===== src/rtl/txsc_pkg.sv =====
// Package: offsets, field layout, reset values and counts of the transmitter config bank
package txsc_pkg;
  // Register offsets on the serial register port
  localparam logic [5:0] OFF_MAIN_SM_CFG = 6'h18;
  localparam logic [5:0] OFF_FRONT_END   = 6'h22;
  localparam logic [5:0] OFF_SYNTH_CAL_A = 6'h23;

  // Field positions
  localparam int TIMEOUT_LSB   = 2;
  localparam int LEVEL_LSB     = 0;
  localparam int LOBUF_LSB     = 4;
  localparam int CALRES_LSB    = 0;
  localparam int CALSTAGE_LSB  = 4;
  localparam int CALCFG_LSB    = 6;

  // Reset values
  localparam logic [1:0] RST_TIMEOUT  = 2'h2;
  localparam logic [2:0] RST_LEVEL    = 3'h0;
  localparam logic [1:0] RST_LOBUF    = 2'h1;
  localparam logic [1:0] RST_CALCFG   = 2'h2;
  localparam logic [1:0] RST_CALSTAGE = 2'h2;
  localparam logic [3:0] RST_CALRES   = 4'h9;

  // Ripple-counter expiry counts per timeout code
  localparam logic [8:0] EXPIRE_CODE0 = 9'h001;
  localparam logic [8:0] EXPIRE_CODE1 = 9'h010;
  localparam logic [8:0] EXPIRE_CODE2 = 9'h040;
  localparam logic [8:0] EXPIRE_CODE3 = 9'h100;

  // Register port request
  typedef struct packed {
    logic       wr;
    logic       rd;
    logic [5:0] addr;
    logic [7:0] wdata;
  } txsc_req_s;

  // Calibration result update from the synthesizer
  typedef struct packed {
    logic       valid;
    logic [3:0] value;
  } txsc_cal_s;

  // Startup sequencer states
  typedef enum logic [1:0] {
    ST_OFF   = 2'b00,
    ST_COUNT = 2'b01,
    ST_READY = 2'b10
  } txsc_state_e;
endpackage


===== src/rtl/txsc_wake_timer.sv =====
// Wake-up timer: counts ripple-counter expiries after crystal start
`timescale 1ns/100ps
module txsc_wake_timer #(
  parameter int CNT_W = 9
) (
  input  wire logic                 MCLK,
  input  wire logic                 RST_N,
  input  wire logic                 XOSC_STABLE,
  input  wire logic                 RIPPLE_EXPIRE,
  input  wire logic [1:0]           TIMEOUT_SEL,
  output logic                      CHIP_READY_N
);
  typedef struct packed {
    txsc_pkg::txsc_state_e state;
    logic [CNT_W-1:0]      cnt;
    logic                  ready_n;
  } txsc_tmr_s;

  txsc_tmr_s st_ff;
  txsc_tmr_s nxt_st;

  // Expiry count decode
  function automatic logic [CNT_W-1:0] expire_count(input logic [1:0] sel);
    case (sel)
      2'h0:    expire_count = CNT_W'(txsc_pkg::EXPIRE_CODE0);
      2'h1:    expire_count = CNT_W'(txsc_pkg::EXPIRE_CODE1);
      2'h2:    expire_count = CNT_W'(txsc_pkg::EXPIRE_CODE2);
      default: expire_count = CNT_W'(txsc_pkg::EXPIRE_CODE3);
    endcase
  endfunction

  // Sequencer; losing the crystal restarts the wait
  always_comb begin
    nxt_st = st_ff;
    case (st_ff.state)
      txsc_pkg::ST_OFF: begin
        nxt_st.cnt     = '0;
        nxt_st.ready_n = 1'b1;
        if (XOSC_STABLE) begin
          nxt_st.state = txsc_pkg::ST_COUNT;
        end
      end
      txsc_pkg::ST_COUNT: begin
        if (!XOSC_STABLE) begin
          nxt_st.state = txsc_pkg::ST_OFF;
        end else if (RIPPLE_EXPIRE) begin
          nxt_st.cnt = st_ff.cnt + CNT_W'(1);
          if (st_ff.cnt + CNT_W'(1) >= expire_count(TIMEOUT_SEL)) begin
            nxt_st.state   = txsc_pkg::ST_READY;
            nxt_st.ready_n = 1'b0;
          end
        end
      end
      txsc_pkg::ST_READY: begin
        if (!XOSC_STABLE) begin
          nxt_st.state   = txsc_pkg::ST_OFF;
          nxt_st.ready_n = 1'b1;
        end
      end
      default: nxt_st.state = txsc_pkg::ST_OFF;
    endcase
  end

  // State register
  always_ff @(posedge MCLK) begin
    if (!RST_N) begin
      st_ff <= '{state: txsc_pkg::ST_OFF, cnt: '0, ready_n: 1'b1};
    end else begin
      st_ff <= nxt_st;
    end
  end

  assign CHIP_READY_N = st_ff.ready_n;
endmodule


===== src/rtl/txsc_top.sv =====
// Top: transmitter startup timeout and synthesizer/front-end configuration bank
`timescale 1ns/100ps
// Function
// - Timeout code selects 1, 16, 64, 256 expiries
// - Timeout select survives sleep
// - Level index bits 2:0, reset 0
// - OOK one symbol uses indexed table entry
// - OOK zero symbol uses table entry zero
// - LO buffer current bits 5:4, reset 01
// - Pump cal stage enable zero skips stage
// - Cal result bits 3:0, reset 9, writable
// - Timeout bits 3:2, reset 2, gates ready
module txsc_top (
  input  wire logic                   MCLK,
  input  wire logic                   RST_N,
  input  wire logic                   SLEEP,
  input  wire txsc_pkg::txsc_req_s    REG_REQ,
  output logic [7:0]                  REG_RDATA,
  input  wire txsc_pkg::txsc_cal_s    CAL_RESULT,
  input  wire logic                   OOK_MODE,
  input  wire logic                   TX_SYMBOL,
  output logic [2:0]                  TABLE_SEL,
  output logic [1:0]                  LO_BUFFER_CURRENT,
  output logic [1:0]                  CAL_CONFIG,
  output logic                        PUMP_CAL_STAGE_EN,
  output logic [3:0]                  PUMP_CURRENT,
  input  wire logic                   XOSC_STABLE,
  input  wire logic                   RIPPLE_EXPIRE,
  output logic                        CHIP_READY_N
);
  typedef struct packed {
    logic [1:0] timeout_sel;
    logic [2:0] level_idx;
    logic [1:0] lo_buf;
    logic [1:0] cal_cfg;
    logic [1:0] cal_stage;
    logic [3:0] cal_res;
    logic [2:0] table_sel;
    logic [7:0] rdata;
  } txsc_regs_s;

  txsc_regs_s st_ff;
  txsc_regs_s nxt_st;

  // Read-back assembly; reserved positions stay zero
  function automatic logic [7:0] read_word(input txsc_regs_s s, input logic [5:0] a);
    logic [7:0] w;
    w = 8'h00;
    case (a)
      txsc_pkg::OFF_MAIN_SM_CFG: w[txsc_pkg::TIMEOUT_LSB +: 2] = s.timeout_sel;
      txsc_pkg::OFF_FRONT_END: begin
        w[txsc_pkg::LOBUF_LSB +: 2] = s.lo_buf;
        w[txsc_pkg::LEVEL_LSB +: 3] = s.level_idx;
      end
      txsc_pkg::OFF_SYNTH_CAL_A: begin
        w[txsc_pkg::CALCFG_LSB +: 2]   = s.cal_cfg;
        w[txsc_pkg::CALSTAGE_LSB +: 2] = s.cal_stage;
        w[txsc_pkg::CALRES_LSB +: 4]   = s.cal_res;
      end
      default: w = 8'h00;
    endcase
    read_word = w;
  endfunction

  // Register writes, result capture and table index choice
  always_comb begin
    nxt_st = st_ff;
    if (REG_REQ.wr) begin
      case (REG_REQ.addr)
        txsc_pkg::OFF_MAIN_SM_CFG: nxt_st.timeout_sel = REG_REQ.wdata[txsc_pkg::TIMEOUT_LSB +: 2];
        txsc_pkg::OFF_FRONT_END: begin
          nxt_st.level_idx = REG_REQ.wdata[txsc_pkg::LEVEL_LSB +: 3];
          nxt_st.lo_buf    = REG_REQ.wdata[txsc_pkg::LOBUF_LSB +: 2];
        end
        txsc_pkg::OFF_SYNTH_CAL_A: begin
          nxt_st.cal_cfg   = REG_REQ.wdata[txsc_pkg::CALCFG_LSB +: 2];
          nxt_st.cal_stage = REG_REQ.wdata[txsc_pkg::CALSTAGE_LSB +: 2];
          nxt_st.cal_res   = REG_REQ.wdata[txsc_pkg::CALRES_LSB +: 4];
        end
        default: nxt_st.cal_res = st_ff.cal_res;
      endcase
    end
    // Calibration engine result wins over a same-cycle host override
    if (CAL_RESULT.valid) begin
      nxt_st.cal_res = CAL_RESULT.value;
    end
    // OOK zero forces entry zero; otherwise the programmed index
    if (OOK_MODE && !TX_SYMBOL) begin
      nxt_st.table_sel = 3'h0;
    end else begin
      nxt_st.table_sel = st_ff.level_idx;
    end
    nxt_st.rdata = REG_REQ.rd ? read_word(st_ff, REG_REQ.addr) : st_ff.rdata;
    // Sleep wipes the config fields except the timeout select; table index and read data are not reset
    if (SLEEP) begin
      nxt_st.level_idx = txsc_pkg::RST_LEVEL;
      nxt_st.lo_buf    = txsc_pkg::RST_LOBUF;
      nxt_st.cal_cfg   = txsc_pkg::RST_CALCFG;
      nxt_st.cal_stage = txsc_pkg::RST_CALSTAGE;
      nxt_st.cal_res   = txsc_pkg::RST_CALRES;
    end
  end

  // Bank register; only reset, never sleep, restores the timeout select
  always_ff @(posedge MCLK) begin
    if (!RST_N) begin
      st_ff.timeout_sel <= txsc_pkg::RST_TIMEOUT;
      st_ff.level_idx   <= txsc_pkg::RST_LEVEL;
      st_ff.lo_buf      <= txsc_pkg::RST_LOBUF;
      st_ff.cal_cfg     <= txsc_pkg::RST_CALCFG;
      st_ff.cal_stage   <= txsc_pkg::RST_CALSTAGE;
      st_ff.cal_res     <= txsc_pkg::RST_CALRES;
      st_ff.table_sel   <= 3'h0;
      st_ff.rdata       <= 8'h00;
    end else begin
      st_ff <= nxt_st;
    end
  end

  // Wake-up timer driven by the retained select
  txsc_wake_timer #(
    .CNT_W (9)
  ) u_wake (
    .MCLK          (MCLK),
    .RST_N         (RST_N),
    .XOSC_STABLE   (XOSC_STABLE),
    .RIPPLE_EXPIRE (RIPPLE_EXPIRE),
    .TIMEOUT_SEL   (st_ff.timeout_sel),
    .CHIP_READY_N  (CHIP_READY_N)
  );

  assign REG_RDATA         = st_ff.rdata;
  assign TABLE_SEL         = st_ff.table_sel;
  assign LO_BUFFER_CURRENT = st_ff.lo_buf;
  assign CAL_CONFIG        = st_ff.cal_cfg;
  assign PUMP_CAL_STAGE_EN = |st_ff.cal_stage;
  assign PUMP_CURRENT      = st_ff.cal_res;
endmodule


===== config.mk =====
export PLATFORM = sky130hd
export DESIGN_NAME = txsc_top
export DESIGN_NICKNAME = d
export VERILOG_FILES = /design/src/rtl/txsc_pkg.sv /design/src/rtl/txsc_wake_timer.sv /design/src/rtl/txsc_top.sv
export SDC_FILE = /design/constraint.sdc
export NUM_CORES = 1
export LEC_CHECK = 0
export BUFFER_PORTS_ARGS = -buffer_cell sky130_fd_sc_hd__buf_4
export CORE_MARGIN = 2
export CORE_UTILIZATION = 35
export CTS_CLUSTER_DIAMETER = 50
export DETAILED_ROUTE_END_ITERATION = 6
export PLACE_DENSITY = 0.62
export SLEW_MARGIN = 20
export SYNTH_ARGS = -nofsm -noshare
export SYNTH_HDL_FRONTEND = slang
export SYNTH_SLANG_ARGS = --single-unit

===== constraint.sdc =====
create_clock -name MCLK -period 2.4 [get_ports MCLK]
set_input_delay 0.24 -clock MCLK [delete_from_list [all_inputs] [get_ports MCLK]]
set_output_delay 0.24 -clock MCLK [all_outputs]
set_load 0.02 [all_outputs]

# Yosys cells after proc, flatten, opt, wreduce, memory -nomap -nowiden
# Index checks and enable logic that the tools add are counted.
[word_totals]
ff_bits = 38
input_bits = 28
out_inout_bits = 21
[op_classes]
order_cmp = 1
n_bitwise = 1
n_addsub = 1
n_eq_ne = 14
mux = 23
reduce_logical = 18
[ops]
columns = ["operator", "n"]
rows = [
  ["2-to-1 mux 9 bit", 3],
  ["case mux 9 bit (3 select lines)", 1],
  ["case mux 9 bit (2 select lines)", 1],
  ["equality test 6 bit (second input constant)", 2],
  ["2-to-1 mux 12 bit", 1],
  ["2-to-1 mux 4 bit", 3],
  ["2-to-1 mux 10 bit", 1],
  ["2-to-1 mux 2 bit", 5],
  ["adder 9 x 1 -> 9 bit (second input constant)", 1],
  [">= comparator 9 bit", 1],
  ["!= test 2 bit (second input constant)", 4],
  ["case mux 2 bit (2 select lines)", 2],
  ["AND reduction 2 bit", 4],
  ["equality test 6 x 5 -> 1 bit (second input constant)", 1],
  ["case mux 1 bit (3 select lines)", 2],
  ["case mux 2 bit (3 select lines)", 1],
  ["nonzero test 2 bit", 3],
  ["OR reduction 2 bit", 3],
  ["AND reduction 5 bit", 1],
  ["equality test 2 x 1 -> 1 bit (second input constant)", 2],
  ["equality test 2 bit (second input constant)", 2],
  ["zero test 2 bit", 2],
  ["AND reduction 4 bit", 1],
  ["!= test 3 x 2 -> 1 bit (second input constant)", 1],
  ["other kinds (9)", 10],
]

# Longest topological paths before layout
[depth]
word_depth = 10
depth_mapped = 9
depth_no_buf = 9

# By module
# From an unflattened synthesis, not the netlist that was laid out.
[hier_totals]
cells_unflattened = 272
hier_area_um2 = 2262.2
[by_module_without_submodules]
columns = ["module", "seq_area_each_um2", "cells_each", "area_each_um2", "instances"]
rows = [
  ["txsc_top", 520.5, 159, 1351.3, 1],
  ["txsc_wake_timer", 240.2, 113, 910.9, 1],
]

# Worst setup path after synthesis
# No wires, ideal clock.
[synth_path]
path_type = "register to register"
from = "register u_wake.st_ff[1] (netlist bit)"
to = "register u_wake.st_ff (netlist bit u_wake.CHIP_READY_N)"
stages_incl_launch_ff = 10
path_slack_ns = 0.283
path_buffers = 0
t_arrival_ns = 1.988
cell_sequence = "dfxtp_1 ha_1 nand3_2 nor3_2 xor2_1 ha_1 inv_1 o31a_2 nor3b_1 a211oi_2"
[synth_between]
elab_chain_len = 4
[synth_lines]
columns = ["item", "line", "source"]
rows = [
  ["start, declared", "txsc_wake_timer.sv:19", "txsc_tmr_s st_ff;"],
  ["start signal, assigned", "txsc_wake_timer.sv:67", "st_ff <= '{state: txsc_pkg::ST_OFF, cnt: '0, ready_n: 1'b1};"],
  ["start signal, assigned", "txsc_wake_timer.sv:69", "st_ff <= nxt_st;"],
  ["adder 9 x 1 -> 9 bit", "txsc_wake_timer.sv:48", "if (st_ff.cnt + CNT_W'(1) >= expire_count(TIMEOUT_SEL)) begin"],
  [">= comparator 9 bit", "txsc_wake_timer.sv:48", ""],
  ["!= test 2 x 1 -> 1 bit (no line)", "--", ""],
  ["AND reduction 5 bit (no line)", "--", ""],
]
# Every way passes these cells.
# A chain may end at the register's enable or synchronous reset.

# Worst setup path after layout
[layout_path]
from = "register u_wake.st_ff[2] (netlist bit)"
to = "register u_wake.st_ff (netlist bit u_wake.CHIP_READY_N)"
# Same word-level chain as after synthesis.

==> results.json <==
{
  "status": "finished, final reports clean",
  "grt_overflow": 0,
  "drt-total-wl_um": 4897,
  "antenna_found_initial": 0,
  "ios": 49,
  "yosysSeqAreaShare_pct": 35.87,
  "tightestPinTransition_ns": 0.5294,
  "first_iter_violations": 85,
  "yosysTopAreaCellShare_pct": 35.87,
  "relSlewSlack_pct": 64.63,
  "total_power_mw": 1.455,
  "clk_latency_ns": 0.29,
  "post_cts_buffers": 0,
  "reg2reg_depth": 9,
  "dp_hpwl_um": 3624,
  "critical_path_arrival_ns": 2.39,
  "htree_num_levels": 2,
  "vias": 1908,
  "worstHoldStart": "REG_REQ[7]",
  "cpLargestDelayFamily": "simple AND/OR/NAND/NOR gates",
  "vdd_drop_max_mv": 0.2831,
  "finalHoldViolCount": 0,
  "synth_cells": 251,
  "core_um2": 5886,
  "cts-root-buf": "clkbuf_8",
  "drcViolationCount": 0,
  "ant_nets": 0,
  "synth_fp_nets": 284,
  "rsz0062_at_grt": "false",
  "maxSlewViolCount": 0,
  "r2r-start": "u_wake.st_ff[2]$_SDFFE_PN0P_",
  "clock_path_buffers": 2,
  "maxCapViolations": 0,
  "yosysTopAreaCell": "dfxtp_1",
  "postLayoutCoreUtil_pct": 43.05,
  "cellLeakagePower_nw": 0.9792,
  "clk_transition_reported_paths_ns": 0.08,
  "gp_congestion": 0.7728,
  "die_w_um": 81.84,
  "register_area_um2": 762.0,
  "n_antenna_cell": 0,
  "power_density_nw_per_um2": 574.4,
  "grt_pass1_wl_um": 8259,
  "cts_hold_buf": 0,
  "final.period_utilization_pct": 92.45,
  "required_ns": 2.57,
  "die-height_um": 81.84,
  "syn-cell-area_um2": 2121,
  "hp-class": "in2reg",
  "critPathKind": "reg2reg",
  "grt_use_total_pct": 15.70,
  "crit_slowest_cell": "dfxtp_1",
  "ys_ff_latch": 38,
  "synth_area_leaders": "dfxtp_1 (36%), buf_4 (7.8%), nand2_1 (5.5%)",
  "cp_num_buf_inv": 1,
  "io_buffers": 48,
  "syn_avg_cell_area_um2": 8.449,
  "cp_max_fo": 7,
  "ys_types": 59,
  "post_cts_resized": 0,
  "synth_edf_count": 0,
  "multi_input_area_um2": 1137,
  "synthFlopType": "dfxtp_1",
  "synth_most_common_cell": "dfxtp_1",
  "cp_slowest_stage_delay_ns": 0.40,
  "whs_ns": 0.1555,
  "fin_tns_setup_ns": 0,
  "grt_pass1_vias": 1780,
  "synth_common_cells": "dfxtp_1 (38), nand2_1 (31), buf_4 (22)",
  "start_kind": "flip-flop",
  "rows": 28,
  "synth-async-reset-ratio_pct": 0,
  "whs_endpoint": "CAL_CONFIG[1]$_SDFFE_PP1P_",
  "r2r-end": "u_wake.CHIP_READY_N$_SDFFE_PN1P_",
  "hold_depth": 3,
  "min_period_ns": 2.219,
  "final_nets": 311,
  "tritoncts": "yes",
  "grt_max_degree": 28,
  "start_util_pct": 36.03,
  "ys.warnings.count": 0,
  "skew_ns": 0.003696,
  "setup_viol": 0,
  "cts_buffers": 5,
  "dr.pass1.iters": 4,
  "endpoint_kind": "flip-flop",
  "rrSetupSlack_ns": 0.18,
  "fp.dieArea_um2": 6698,
  "routed_via_density": 5.390,
  "max_freq_mhz": 450.7,
  "numClockSinks": 38,
  "wl_per_cell_um": 13.83,
  "syn2layout_area_growth_pct": 19.47,
  "drive_above_1_share_pct": 25.81,
  "path_cells": "ha_2, nand3_2, nor3_2, xor2_1, ha_1, inv_1, o31a_2, nor3b_2, a211oi_2",
  "fillers": 604
}
==> power by group <==
group | leakage (nW) | switching [mW] | internal, mW
clock | 0.0714 | 0.235 | 0.444
sequential | 0.309 | 0.00907 | 0.640
combinational | 0.599 | 0.0680 | 0.0597
total | 0.979 | 0.312 | 1.14
==> cells by family after synthesis <==
logic type / after synthesis / synth area share (%)
flip-flops: 38 / 35.87
adder cells (fa/ha/maj): 5 / 2.950
AO/OA/AOI/OAI: 67 / 21.53
buffers and inverters: 37 / 10.86
AND/OR/NAND/NOR: 100 / 27.14
XOR/XNOR: 4 / 1.652
==> placed cells by master, fill, tap and decap left out, drive strengths merged, types with 2 or more instances in the layout <==
cell type,instances
o21ai,17
or2,2
and4,2
ha,5
nand3,17
xnor2,2
and3,4
clkbuf,6
a22oi,6
o21a,4
nand4,2
nand2,31
o2111a,2
o311ai,2
nand2b,5
nor4,3
nor2,12
nor4b,2
and2,2
a21boi,9
a31oi,3
dfxtp,38
bufinv,2
buf,49
inv,8
a21oi,13
xor2,2
nor2b,3
nand4b,2
nor3b,2
nor3,4
a221oi,2
==> layout make-up <==
type                       instances  area share [%]
multi-input combinational        176           44.89
clock inverter                     2           2.370
clock buffer                       6           3.259
timing repair buffer              49           14.52
inverter                           8           1.185
sequential                        38           30.07
tap                               75           3.704
==> layer usage <==
metal / wire, um / global-route usage (%) / up-vias
li1: - / - / 946
met1: 2140 / 19.80 / 886
met2: 2403 / 26.83 / 68
met3: 297 / 3.516 / 8
met4: 56 / 4.333 / 0
met5: 0 / 0 / -
==> worst max path at each step <==
stage / end / cells past startpoint / slack (ns) / from
6_report: u_wake.CHIP_READY_N$_SDFFE_PN1P_ / 9 / 0.18 / u_wake.st_ff[2]$_SDFFE_PN0P_
5_1_grt: u_wake.CHIP_READY_N$_SDFFE_PN1P_ / 9 / 0.04 / u_wake.st_ff[2]$_SDFFE_PN0P_
4_1_cts: u_wake.CHIP_READY_N$_SDFFE_PN1P_ / 9 / 0.07 / u_wake.st_ff[1]$_SDFFE_PN0P_
3_5_place_dp: u_wake.CHIP_READY_N$_SDFFE_PN1P_ / 9 / 0.08 / u_wake.st_ff[1]$_SDFFE_PN0P_
3_3_place_gp: u_wake.CHIP_READY_N$_SDFFE_PN1P_ / 9 / 0.16 / u_wake.st_ff[1]$_SDFFE_PN0P_
2_1_floorplan: u_wake.CHIP_READY_N$_SDFFE_PN1P_ / 9 / 0.28 / u_wake.st_ff[1]$_SDFFE_PN0P_
==> tightest hold or removal path: stages <==
cell	delay [ns]
buf_4	0.08
nand2_1	0.04
nand3_1	0.06
==> through the flow <==
stage	std cells	worst slack [ns]	instance area, um^2
global route	354	0.03738	2534
floorplan	251	0.2828	2121
global placement	346	0.1597	2382
finish	354	0.1812	2534
CTS	354	0.06620	2525
detailed placement	346	0.07964	2382
==> registers in the layout, summed over array words and instances, names as in the netlist <==
| register | flops |
|---|---|
| PUMP_CURRENT | 4 |
| st_ff | 7 |
| CAL_CONFIG | 2 |
| LO_BUFFER_CURRENT | 2 |
| u_wake.st_ff | 11 |
| REG_RDATA | 8 |
| u_wake.CHIP_READY_N | 1 |
| TABLE_SEL | 3 |
Note: power is estimated with default switching activity, not from simulation.
